### config.mk
export PLATFORM = sky130hd
export DESIGN_NAME = dtm_top
export DESIGN_NICKNAME = d
export VERILOG_FILES = /design/src/dtm_pkg.sv /design/src/dtm_top.sv
export SDC_FILE = /design/constraint.sdc
export NUM_CORES = 1
export LEC_CHECK = 0
export ABC_CLOCK_PERIOD_IN_PS = 4000
export BUFFER_PORTS_ARGS = -buffer_cell sky130_fd_sc_hd__buf_2
export CORE_MARGIN = 2
export CORE_UTILIZATION = 62
export CTS_CLUSTER_DIAMETER = 200
export CTS_CLUSTER_SIZE = 24
export DETAILED_ROUTE_END_ITERATION = 12
export PLACE_DENSITY = 0.86
export SYNTH_ARGS = -nofsm -noshare
export SYNTH_HDL_FRONTEND = slang
export SYNTH_SLANG_ARGS = --single-unit
### constraint.sdc
create_clock -name aclk -period 4 [get_ports aclk]
set_input_delay 1 -clock aclk [delete_from_list [all_inputs] [get_ports aclk]]
set_output_delay 1 -clock aclk [all_outputs]
set_load 0.03 [all_outputs]
### src/dtm_pkg.sv
// Constants and types shared by the dual timer mode control block
package dtm_pkg;
	localparam int ADDR_W = 12;
	// Register indices; the byte address is four times the index
	localparam logic [9:0] IDX_RUN_CTRL = 10'h0088;
	localparam logic [9:0] IDX_MODE     = 10'h0089;
	localparam logic [9:0] IDX_TL0      = 10'h008A;
	localparam logic [9:0] IDX_TL1      = 10'h008B;
	localparam logic [9:0] IDX_TH0      = 10'h008C;
	localparam logic [9:0] IDX_TH1      = 10'h008D;
	localparam logic [9:0] IDX_CLK_CTRL = 10'h008E;
	localparam logic [9:0] IDX_EXT_CFG  = 10'h00E4;
	// Reset values
	localparam logic [7:0] MODE_RST     = 8'h00;
	localparam logic [7:0] CLK_CTRL_RST = 8'h00;
	localparam logic [7:0] EXT_CFG_RST  = 8'h00;
	localparam logic [7:0] RUN_CTRL_RST = 8'h00;
	// Run control field positions
	localparam int RUN_ZERO_BIT = 0;
	localparam int RUN_ONE_BIT  = 1;
	localparam int OVF_ZERO_BIT = 4;
	localparam int OVF_ONE_BIT  = 5;
	// Clock control field positions
	localparam int PRESC_LSB  = 0;
	localparam int CLK_ZERO_BIT = 3;
	localparam int CLK_ONE_BIT  = 4;
	// External interrupt configuration field positions
	localparam int POL0_BIT   = 0;
	localparam int POL1_BIT   = 1;
	// Prescaler divisors
	localparam logic [3:0] DIV12_LAST = 4'h000B;
	localparam logic [1:0] DIV4_LAST  = 2'h3;
	localparam logic [2:0] DIV8_LAST  = 3'h7;
	// Prescale codes
	localparam logic [1:0] PRESC_DIV12 = 2'h0;
	localparam logic [1:0] PRESC_DIV48 = 2'h2;
	localparam logic [1:0] PRESC_EXT8  = 2'h3;
	// Timer modes
	localparam logic [1:0] MODE_13BIT  = 2'h0;
	localparam logic [1:0] MODE_16BIT  = 2'h1;
	localparam logic [1:0] MODE_8RELOAD = 2'h2;
	localparam logic [1:0] MODE_SPLIT  = 2'h3;
	localparam logic [1:0] RESP_OKAY   = 2'h0;
	localparam logic [1:0] RESP_SLVERR = 2'h2;

	typedef struct packed {
		logic       timer_one_gate_enable;
		logic       timer_one_count_select;
		logic [1:0] timer_one_mode_field;
		logic       timer_zero_gate_enable;
		logic       timer_zero_count_select;
		logic [1:0] timer_zero_mode_field;
	} dtm_mode_t;

	typedef struct packed {
		logic       ovf;
		logic [7:0] hi;
		logic [7:0] lo;
	} dtm_count_t;
endpackage

### src/dtm_top.sv
// Dual timer/counter with mode control and an AXI4-Lite register slave
//
// Notes on behaviour
// RL1: Gate off: timer one runs when run set.
// RL2: Gate on: timer one also needs active interrupt-one.
// RL3: Timer mode: timer one counts selected timebase.
// RL4: Counter mode: timer one counts count-pin falls.
// RL5: Timer one modes 13, 16, 8-reload, inactive.
// RL6: Gate off: timer zero runs when run set.
// RL7: Gate on: timer zero also needs active interrupt-zero.
// RL8: Timer mode: timer zero counts selected timebase.
// RL9: Counter mode: timer zero counts count-pin falls.
// RL10: Timer zero modes 13, 16, 8-reload, split.
// RL11: Clock select and prescale choose timebase.
// RL12: Count pins synchronised, falls detected, one step.
//
// Decided for this implementation: the AXI4-Lite interface to the registers.
`timescale 1ns/1ps
`default_nettype none
module dtm_top
	import dtm_pkg::*;
(
	input  wire logic              aclk,
	input  wire logic              aresetn,
	input  wire logic [ADDR_W-1:0] s_axi_awaddr,
	input  wire logic              s_axi_awvalid,
	output logic                   s_axi_awready,
	input  wire logic [31:0]       s_axi_wdata,
	input  wire logic [3:0]        s_axi_wstrb,
	input  wire logic              s_axi_wvalid,
	output logic                   s_axi_wready,
	output logic [1:0]             s_axi_bresp,
	output logic                   s_axi_bvalid,
	input  wire logic              s_axi_bready,
	input  wire logic [ADDR_W-1:0] s_axi_araddr,
	input  wire logic              s_axi_arvalid,
	output logic                   s_axi_arready,
	output logic [31:0]            s_axi_rdata,
	output logic [1:0]             s_axi_rresp,
	output logic                   s_axi_rvalid,
	input  wire logic              s_axi_rready,
	input  wire logic              timer_zero_count_pin,
	input  wire logic              timer_one_count_pin,
	input  wire logic              ext_interrupt_zero_input,
	input  wire logic              ext_interrupt_one_input,
	input  wire logic              external_osc_clock,
	output logic                   timer_zero_overflow,
	output logic                   timer_one_overflow
);
	function automatic dtm_count_t dtm_step(input logic [1:0] mode, input dtm_count_t c);
		logic [13:0] s13;
		logic [16:0] s16;
		logic [8:0]  s8;
		dtm_count_t  r;
		s13 = {1'b0, c.hi, c.lo[4:0]} + 14'h0001;
		s16 = {1'b0, c.hi, c.lo} + 17'h0_0001;
		s8  = {1'b0, c.lo} + 9'h001;
		r   = c;
		r.ovf = 1'b0;
		case (mode)
			MODE_13BIT: r = {s13[13], s13[12:5], c.lo[7:5], s13[4:0]};
			MODE_16BIT: r = s16;
			MODE_8RELOAD: r = {s8[8], c.hi, (s8[8] ? c.hi : s8[7:0])};
			default: r = {1'b0, c.hi, c.lo};
		endcase
		return r;
	endfunction

	// Registers
	dtm_mode_t  mode_q;
	logic [7:0] clk_ctrl_q;
	logic [7:0] ext_cfg_q;
	logic       run0_q, run1_q, ovf0_q, ovf1_q;
	dtm_count_t t0_q, t1_q;
	dtm_count_t t0_d, t1_d;
	logic       ovf0_set, ovf1_set;

	// Pin synchronisers and edge history
	logic [1:0] cnt0_sync_q, cnt1_sync_q, ext0_sync_q, ext1_sync_q, osc_sync_q;
	logic       cnt0_prev_q, cnt1_prev_q, osc_prev_q;

	always_ff @(posedge aclk) begin
		if (!aresetn) begin
			cnt0_sync_q <= 2'h3;
			cnt1_sync_q <= 2'h3;
			ext0_sync_q <= 2'h3;
			ext1_sync_q <= 2'h3;
			osc_sync_q  <= 2'h0;
			cnt0_prev_q <= 1'b1;
			cnt1_prev_q <= 1'b1;
			osc_prev_q  <= 1'b0;
		end else begin
			cnt0_sync_q <= {cnt0_sync_q[0], timer_zero_count_pin};  // see RL12
			cnt1_sync_q <= {cnt1_sync_q[0], timer_one_count_pin};  // see RL12
			ext0_sync_q <= {ext0_sync_q[0], ext_interrupt_zero_input};
			ext1_sync_q <= {ext1_sync_q[0], ext_interrupt_one_input};
			osc_sync_q  <= {osc_sync_q[0], external_osc_clock};
			cnt0_prev_q <= cnt0_sync_q[1];
			cnt1_prev_q <= cnt1_sync_q[1];
			osc_prev_q  <= osc_sync_q[1];
		end
	end

	wire fall0 = cnt0_prev_q & ~cnt0_sync_q[1];  // see RL12
	wire fall1 = cnt1_prev_q & ~cnt1_sync_q[1];  // see RL12
	wire osc_rise = osc_sync_q[1] & ~osc_prev_q;

	// Prescaler: divide by 12, by 48, and external oscillator by 8
	logic [3:0] div12_q;
	logic [1:0] div4_q;
	logic [2:0] div8_q;
	wire tick12 = (div12_q == DIV12_LAST);
	wire tick48 = tick12 && (div4_q == DIV4_LAST);
	wire tick8  = osc_rise && (div8_q == DIV8_LAST);

	always_ff @(posedge aclk) begin
		if (!aresetn) begin
			div12_q <= 4'h0;
			div4_q  <= 2'h0;
			div8_q  <= 3'h0;
		end else begin
			div12_q <= tick12 ? 4'h0 : div12_q + 4'h1;
			div4_q  <= tick12 ? div4_q + 2'h1 : div4_q;
			div8_q  <= osc_rise ? div8_q + 3'h1 : div8_q;
		end
	end

	wire [1:0] presc = clk_ctrl_q[PRESC_LSB +: 2];
	// Code 01 has no defined source and falls back to divide by 12
	wire presc_tick = (presc == PRESC_DIV48) ? tick48 :
	                  (presc == PRESC_EXT8)  ? tick8  : tick12;  // see RL11
	wire tb0 = clk_ctrl_q[CLK_ZERO_BIT] | presc_tick;  // see RL11
	wire tb1 = clk_ctrl_q[CLK_ONE_BIT] | presc_tick;   // see RL11

	// Gate: polarity bit 0 means the input is active low
	wire ext0_act = ext0_sync_q[1] ~^ ext_cfg_q[POL0_BIT];
	wire ext1_act = ext1_sync_q[1] ~^ ext_cfg_q[POL1_BIT];
	wire en0 = run0_q & (~mode_q.timer_zero_gate_enable | ext0_act);  // see RL6, RL7
	wire en1 = run1_q & (~mode_q.timer_one_gate_enable | ext1_act);   // see RL1, RL2

	wire src0 = mode_q.timer_zero_count_select ? fall0 : tb0;  // see RL8, RL9
	wire src1 = mode_q.timer_one_count_select ? fall1 : tb1;   // see RL3, RL4
	wire inc0 = en0 & src0;
	wire inc1 = en1 & src1;
	wire split = (mode_q.timer_zero_mode_field == MODE_SPLIT);
	// In split mode the high half of timer zero runs on timer one's run bit
	wire inc0_hi = split & run1_q & tb0;

	dtm_count_t t0_step, t1_step;
	logic [8:0] t0_lo_s, t0_hi_s;
	always_comb begin
		t0_step = dtm_step(mode_q.timer_zero_mode_field, t0_q);  // see RL10
		t1_step = dtm_step(mode_q.timer_one_mode_field, t1_q);   // see RL5
		t0_lo_s = {1'b0, t0_q.lo} + 9'h001;
		t0_hi_s = {1'b0, t0_q.hi} + 9'h001;
		t0_d = t0_q;
		t1_d = t1_q;
		ovf0_set = 1'b0;
		ovf1_set = 1'b0;
		if (split) begin
			if (inc0) begin
				t0_d.lo = t0_lo_s[7:0];  // see RL10
				ovf0_set = t0_lo_s[8];
			end
			if (inc0_hi) begin
				t0_d.hi = t0_hi_s[7:0];  // see RL10
				ovf1_set = t0_hi_s[8];
			end
		end else if (inc0) begin
			t0_d = {1'b0, t0_step.hi, t0_step.lo};
			ovf0_set = t0_step.ovf;
		end
		if (inc1 && mode_q.timer_one_mode_field != MODE_SPLIT) begin  // see RL5
			t1_d = {1'b0, t1_step.hi, t1_step.lo};
			ovf1_set = ovf1_set | t1_step.ovf;
		end
	end

	// AXI4-Lite write path: address and data latched separately
	logic              aw_full_q, w_full_q, bvalid_q;
	logic [ADDR_W-1:0] awaddr_q;
	logic [7:0]        wbyte_q;
	logic              wlane_q;
	logic [1:0]        bresp_q;
	wire [9:0] widx = awaddr_q[ADDR_W-1:2];
	wire do_wr = aw_full_q & w_full_q & ~bvalid_q;
	wire wr_en = do_wr & wlane_q;
	wire w_hit = (widx == IDX_RUN_CTRL) || (widx == IDX_MODE) || (widx == IDX_TL0) ||
	             (widx == IDX_TL1) || (widx == IDX_TH0) || (widx == IDX_TH1) ||
	             (widx == IDX_CLK_CTRL) || (widx == IDX_EXT_CFG);
	wire wr_run = wr_en && widx == IDX_RUN_CTRL;

	assign s_axi_awready = ~aw_full_q & ~bvalid_q;
	assign s_axi_wready  = ~w_full_q & ~bvalid_q;
	assign s_axi_bvalid  = bvalid_q;
	assign s_axi_bresp   = bresp_q;

	always_ff @(posedge aclk) begin
		if (!aresetn) begin
			aw_full_q <= 1'b0;
			w_full_q  <= 1'b0;
			bvalid_q  <= 1'b0;
			awaddr_q  <= '0;
			wbyte_q   <= 8'h00;
			wlane_q   <= 1'b0;
			bresp_q   <= RESP_OKAY;
		end else begin
			if (s_axi_awvalid && s_axi_awready) begin
				aw_full_q <= 1'b1;
				awaddr_q  <= s_axi_awaddr;
			end
			if (s_axi_wvalid && s_axi_wready) begin
				w_full_q <= 1'b1;
				wbyte_q  <= s_axi_wdata[7:0];
				wlane_q  <= s_axi_wstrb[0];
			end
			if (do_wr) begin
				aw_full_q <= 1'b0;
				w_full_q  <= 1'b0;
				bvalid_q  <= 1'b1;
				bresp_q   <= w_hit ? RESP_OKAY : RESP_SLVERR;
			end else if (bvalid_q && s_axi_bready) begin
				bvalid_q <= 1'b0;
			end
		end
	end

	// Register file and counters; a software write wins over a count step
	always_ff @(posedge aclk) begin
		if (!aresetn) begin
			mode_q     <= MODE_RST;
			clk_ctrl_q <= CLK_CTRL_RST;
			ext_cfg_q  <= EXT_CFG_RST;
			run0_q     <= RUN_CTRL_RST[RUN_ZERO_BIT];
			run1_q     <= RUN_CTRL_RST[RUN_ONE_BIT];
			ovf0_q     <= RUN_CTRL_RST[OVF_ZERO_BIT];
			ovf1_q     <= RUN_CTRL_RST[OVF_ONE_BIT];
			t0_q       <= '0;
			t1_q       <= '0;
			timer_zero_overflow <= 1'b0;
			timer_one_overflow  <= 1'b0;
		end else begin
			t0_q <= t0_d;
			t1_q <= t1_d;
			timer_zero_overflow <= ovf0_set;
			timer_one_overflow  <= ovf1_set;
			// Flags clear on a one written, but a fresh overflow wins
			ovf0_q <= ovf0_set | (ovf0_q & ~(wr_run & wbyte_q[OVF_ZERO_BIT]));
			ovf1_q <= ovf1_set | (ovf1_q & ~(wr_run & wbyte_q[OVF_ONE_BIT]));
			if (wr_run) begin
				run0_q <= wbyte_q[RUN_ZERO_BIT];
				run1_q <= wbyte_q[RUN_ONE_BIT];
			end
			if (wr_en && widx == IDX_MODE)
				mode_q <= wbyte_q;
			if (wr_en && widx == IDX_CLK_CTRL)
				clk_ctrl_q <= wbyte_q;
			if (wr_en && widx == IDX_EXT_CFG)
				ext_cfg_q <= wbyte_q;
			if (wr_en && widx == IDX_TL0)
				t0_q.lo <= wbyte_q;
			if (wr_en && widx == IDX_TH0)
				t0_q.hi <= wbyte_q;
			if (wr_en && widx == IDX_TL1)
				t1_q.lo <= wbyte_q;
			if (wr_en && widx == IDX_TH1)
				t1_q.hi <= wbyte_q;
		end
	end

	// AXI4-Lite read path
	logic        rvalid_q;
	logic [31:0] rdata_q;
	logic [1:0]  rresp_q;
	wire [9:0] ridx = s_axi_araddr[ADDR_W-1:2];
	wire [7:0] run_view = {2'b00, ovf1_q, ovf0_q, 2'b00, run1_q, run0_q};
	wire r_hit = (ridx == IDX_RUN_CTRL) || (ridx == IDX_MODE) || (ridx == IDX_TL0) ||
	             (ridx == IDX_TL1) || (ridx == IDX_TH0) || (ridx == IDX_TH1) ||
	             (ridx == IDX_CLK_CTRL) || (ridx == IDX_EXT_CFG);
	wire [7:0] rbyte = (ridx == IDX_RUN_CTRL) ? run_view :
	                   (ridx == IDX_MODE)     ? mode_q :
	                   (ridx == IDX_TL0)      ? t0_q.lo :
	                   (ridx == IDX_TH0)      ? t0_q.hi :
	                   (ridx == IDX_TL1)      ? t1_q.lo :
	                   (ridx == IDX_TH1)      ? t1_q.hi :
	                   (ridx == IDX_CLK_CTRL) ? clk_ctrl_q :
	                   (ridx == IDX_EXT_CFG)  ? ext_cfg_q : 8'h00;

	assign s_axi_arready = ~rvalid_q;
	assign s_axi_rvalid  = rvalid_q;
	assign s_axi_rdata   = rdata_q;
	assign s_axi_rresp   = rresp_q;

	always_ff @(posedge aclk) begin
		if (!aresetn) begin
			rvalid_q <= 1'b0;
			rdata_q  <= 32'h0000_0000;
			rresp_q  <= RESP_OKAY;
		end else if (s_axi_arvalid && s_axi_arready) begin
			rvalid_q <= 1'b1;
			rdata_q  <= {24'h00_0000, rbyte};
			rresp_q  <= r_hit ? RESP_OKAY : RESP_SLVERR;
		end else if (rvalid_q && s_axi_rready) begin
			rvalid_q <= 1'b0;
		end
	end
endmodule
`default_nettype wire

Word-level counts from Yosys, hierarchy flattened

Cells that the tools add are included.

Bits in registers: 121

$add $sub $neg: 10
Eq/ne operators: 32
Mux-type cells: 37
Bitwise logic cells: 39
Reductions and logical operators: 52

Operator list:

| cell                    | count |
|---|---|
| $eq A10 B8 Y1 const B   | 16 |
| $mux W8                 | 16 |
| $pmux W17 S3            | 2 |
| $mux W16                | 3 |
| $add A16 B1 Y17 const B | 2 |
| $add A13 B1 Y14 const B | 2 |
| $add A8 B1 Y9 const B   | 3 |
| $and A1 B1 Y1           | 18 |
| $logic_and A1 B1 Y1     | 16 |
| $logic_or A1 B1 Y1      | 14 |
| $mux W1                 | 14 |
| $eq A2 B2 Y1 const B    | 6 |
| $not A1 Y1              | 12 |
| $reduce_bool A4 Y1      | 3 |
| $reduce_bool A2 Y1      | 5 |
| $reduce_and A3 Y1       | 3 |
| $reduce_bool A3 Y1      | 3 |
| $or A1 B1 Y1            | 7 |
| $ne A2 B2 Y1 const B    | 3 |
| $ne A3 B3 Y1 const B    | 2 |
| $reduce_bool A5 Y1      | 1 |
| $add A4 B1 Y4 const B   | 1 |
| $eq A2 B1 Y1 const B    | 2 |
| $eq A4 B4 Y1 const B    | 1 |
| 10 further kinds        | 15 |

Depth between registers and ports, before layout

Word-level depth: 12
Depth in mapped cells: 9
Gate-level depth less buffers: 8

Least setup slack after synthesis

No wires, ideal clock.

Path type: input -> register
Start: input port s_axi_araddr[11]
End: register rdata_q[0] (netlist: s_axi_rdata[0])
Arrival: 2364 ps
Data required time: 3913 ps
Setup slack: 1549 ps
Stages: 5
Path through: or4_1 nor4_4 a221o_1 a21oi_1 o31ai_1

Cells in the longest elaborated chain, start to end: 9
Elaborated cells on any way between the ends: 16

RTL lines:

| element              | line           | source |
|---|---|---|
| start, declared      | dtm_top.sv:35  | `input wire logic [ADDR_W-1:0] s_axi_araddr,` |
| $eq A10 B8 Y1        | dtm_top.sv:287 | `(ridx == IDX_EXT_CFG) ? ext_cfg_q : 8'h00;` |
| $mux W8              | dtm_top.sv:287 |  |
| $mux W8              | dtm_top.sv:286 | `(ridx == IDX_CLK_CTRL) ? clk_ctrl_q :` |
| $mux W8              | dtm_top.sv:285 | `(ridx == IDX_TH1) ? t1_q.hi :` |
| $mux W8              | dtm_top.sv:284 | `(ridx == IDX_TL1) ? t1_q.lo :` |
| $mux W8              | dtm_top.sv:283 | `(ridx == IDX_TH0) ? t0_q.hi :` |
| $mux W8              | dtm_top.sv:282 | `(ridx == IDX_TL0) ? t0_q.lo :` |
| $mux W8              | dtm_top.sv:281 | `(ridx == IDX_MODE) ? mode_q :` |
| $mux W8 *            | dtm_top.sv:280 | `wire [7:0] rbyte = (ridx == IDX_RUN_CTRL) ? run_view :` |
| end signal, assigned | dtm_top.sv:301 | `rdata_q <= {24'h00_0000, rbyte};` |
| end, declared        | dtm_top.sv:273 | `logic [31:0] rdata_q;` |

Every way passes the cells marked *; elsewhere a longest branch is shown, timed or not.
A chain may end at the register's enable or synchronous reset.

Worst setup path in the final report

Start: input port s_axi_araddr[3]
End: register rdata_q[0] (netlist: s_axi_rdata[0])

The elaborated chain is that of the path after synthesis.

==> run summary <==
Outcome: complete, no violations
Num CTS Buffers: 17
Die width: 112 um
Initial drt markers: 1097
Worst Setup End Kind: flop
Setup Slack @ Placement: 0.950 ns
Port bufs: 57
Min cycle time layout: 2.66 ns
GR Util met2: 55.1%
RSZ-0062 raised after global routing: no
Top-area cell type share of the netlist area: 32.4%
Commonest cells in the netlist: 130 x nand2_1, 117 x dfxtp_1, 79 x a21oi_1, 68 x nor2_1, 58 x o21ai_0
Root Driver: clkbuf_16
Final hold violation count: 0
Max_slew headroom: 32.4%
Setup violations, final: 0
Layout cells sized above 1: 12.3%
Primary FF master, synth: dfxtp_1
Critical Path Source: s_axi_araddr[3]
Ports: 115
Total gr overflow: 0
Power share of the clock group: 52.6%
Busiest grt layer: met2
Worst hold slack: 0.406 ns
Setup TNS: 0 ns
Cell-internal power: 0.00227 W
Grt met1 use: 48.6%
WP data required: 4.32 ns
Setup Skew: 0.00780 ns
First-pass GRT wire length: 35600 um
Vias in the first global route: 6758
Area Growth Syn to Fin: 10.8%
Antenna-violating nets left: 0
Clock latency on the worst-skew pair: 0.42 ns
Switching Power: 0.000785 W
# diodes: 0
Worst VDD drop: 0.000368 V
CTS max path bufs: 2
Setup CP Type: primary input to flop
DRC Markers: 0
Register area share after synthesis: 32.4%
Fin crit share: 66.5%
All-Layer GR Usage: 35.5%
Worst-Margin Slew: 1.00 ns
Min-Delay Path Class: flop to flop
Post-synth ARST share: 0%
Mapped cell area: 7230 um^2
Final RePlAce weighted congestion: 0.984
Post-CTS Resized: 0
Synth cell types: 76
Post-CTS Hold Buffers: 0
Fill count: 921
Top post-synthesis cells by area: dfxtp_1 32%, nand2_1 6.7%, a21oi_1 5.5%
Worst-path maximum fanout: 17
Worst EP arrival: 2.98 ns
Routed vias: 7382
Largest net degree at the start of global routing: 50
Reg clk slew, reported paths: 0.06 ns
Die Y-Extent: 112 um
Fmax: 376 MHz
Most numerous cell in the Yosys netlist: nand2_1
Final net count: 1053
Met3 usage: 5.24%
Antenna violations before repair: 0
Cells after Synth: 946
Post-synth EDFFs: 0
CTS tree: yes
Drt pass-1 iters: 6
DRT Wirelength: 22100 um
Hold path startpoint: ext1_sync_q[0]
Combinational cell fraction of total power: 7.0%
Syn avg cell area: 7.65 um^2
Sequential share of power: 40.4%
Maxcap violations: 0
Wire length per cell: 19.7 um
Vias per cell: 6.59
Fin. max-slew vios: 0
Final Core Density: 70.2%
Synth warn: 0
H-tree Lvls: 4
Pwr Density: 382 nW/um^2
PnR worst setup slack: 1.34 ns
Yosys reg bits: 117
Leak pwr: 3.01 nW
Post-CTS setup repair buffer count: 0
Row cnt: 39
Critical path startpoint category: primary input
Core Region: 11400 um^2
Post-DP HPWL: 15400 um
Overall power: 0.00306 W
DIE AREA: 12500 um^2
Cell taking the most area after synthesis: dfxtp_1
Sink Count: 117
Starting Density: 63.3%
RR Startpoint: t1_q[0]
Switching Fraction: 25.7%
[cells in the final DEF (no fill, tap or decap), types with 7 or more instances in the layout]
cell	instances
nand2_1	130
dfxtp_1	117
a21oi_1	79
nor2_1	68
o21ai_0	58
buf_2	57
nand3_1	37
mux2i_1	28
nor3_1	27
conb_1	26
inv_1	24
nand2b_1	20
nand4_1	17
ha_1	17
clkbuf_16	17
and3_1	16
a31oi_1	14
o22ai_1	13
o211ai_1	13
nor2b_1	11
xnor2_1	10
a22oi_1	9
and4_1	8
or3_1	7
nor4_1	7
a22o_1	7
a221oi_1	7
xor2_1	7
[area by class of cell]
type / instances / area [um^2] / area share [%]
tap: 143 / 179 / 2.23
clock buffer: 19 / 453 / 5.65
clock inverter: 13 / 171 / 2.14
timing repair buffer: 63 / 330 / 4.12
sequential: 117 / 2340 / 29.2
multi-input combinational: 740 / 4440 / 55.4
inverter: 25 / 93.8 / 1.17
[worst max-delay path: stages]
cell	delay (ns)
buf_2	0.20
or4_1	0.73
nor4_4	0.49
a221o_1	0.22
a21oi_1	0.09
o31ai_1	0.25
[kinds of logic after synthesis]
group           Yosys count  share of synthesized area (%)
compound gates          265                           23.8
xor+xnor                 17                           2.06
mux                      29                           4.03
other cells               1                         0.0518
fa+ha+maj                17                           2.94
buf+inv                 114                           7.58
simple gates            386                           27.1
flops                   117                           32.4
[per-stage QoR]
stage / cell area (um^2) / std cells
after floorplan: 7330 / 971
after global placement: 7390 / 1088
after detailed placement: 7390 / 1088
after CTS: 8010 / 1120
after global routing: 8010 / 1120
final: 8010 / 1120
[power groups by stage]
stage	sequential, W	combinational, W	clock [W]
after global routing	0.00124	0.000236	0.00166
after floorplan	0.00124	0.000175	0
after global placement	0.00125	0.000205	0
after detailed placement	0.00126	0.000210	0
final	0.00123	0.000216	0.00161
after CTS	0.00123	0.000212	0.00160
[metal layers]
metal | wire (um) | vias up
met4 | 1020 | 0
met1 | 8990 | 3383
met5 | 0 | -
li1 | - | 3427
met3 | 2250 | 97
met2 | 9850 | 475
[flip-flops by register name, indices dropped and copies added, names as in the netlist, 2 cells and up]
signal and count:
awaddr_q 10, clk_ctrl_q 8, cnt0_sync_q 2, cnt1_sync_q 2, div12_q 4, div4_q 2
div8_q 3, ext0_sync_q 2, ext1_sync_q 2, ext_cfg_q 8, mode_q 8, osc_sync_q 2
s_axi_rdata 8, t0_q 16, t1_q 16, wbyte_q 8
[worst paths after layout]
path / to / slack, ns / depth (start not counted)
worst max-delay path: s_axi_rdata[0] / 1.34 / 6
worst min-delay path: ext1_sync_q[1] / 0.41 / 1
worst max register to register: t1_q[10] / 1.49 / 7
worst min register to register: ext1_sync_q[1] / 0.41 / 1
Power figures use the tool's default switching activity.
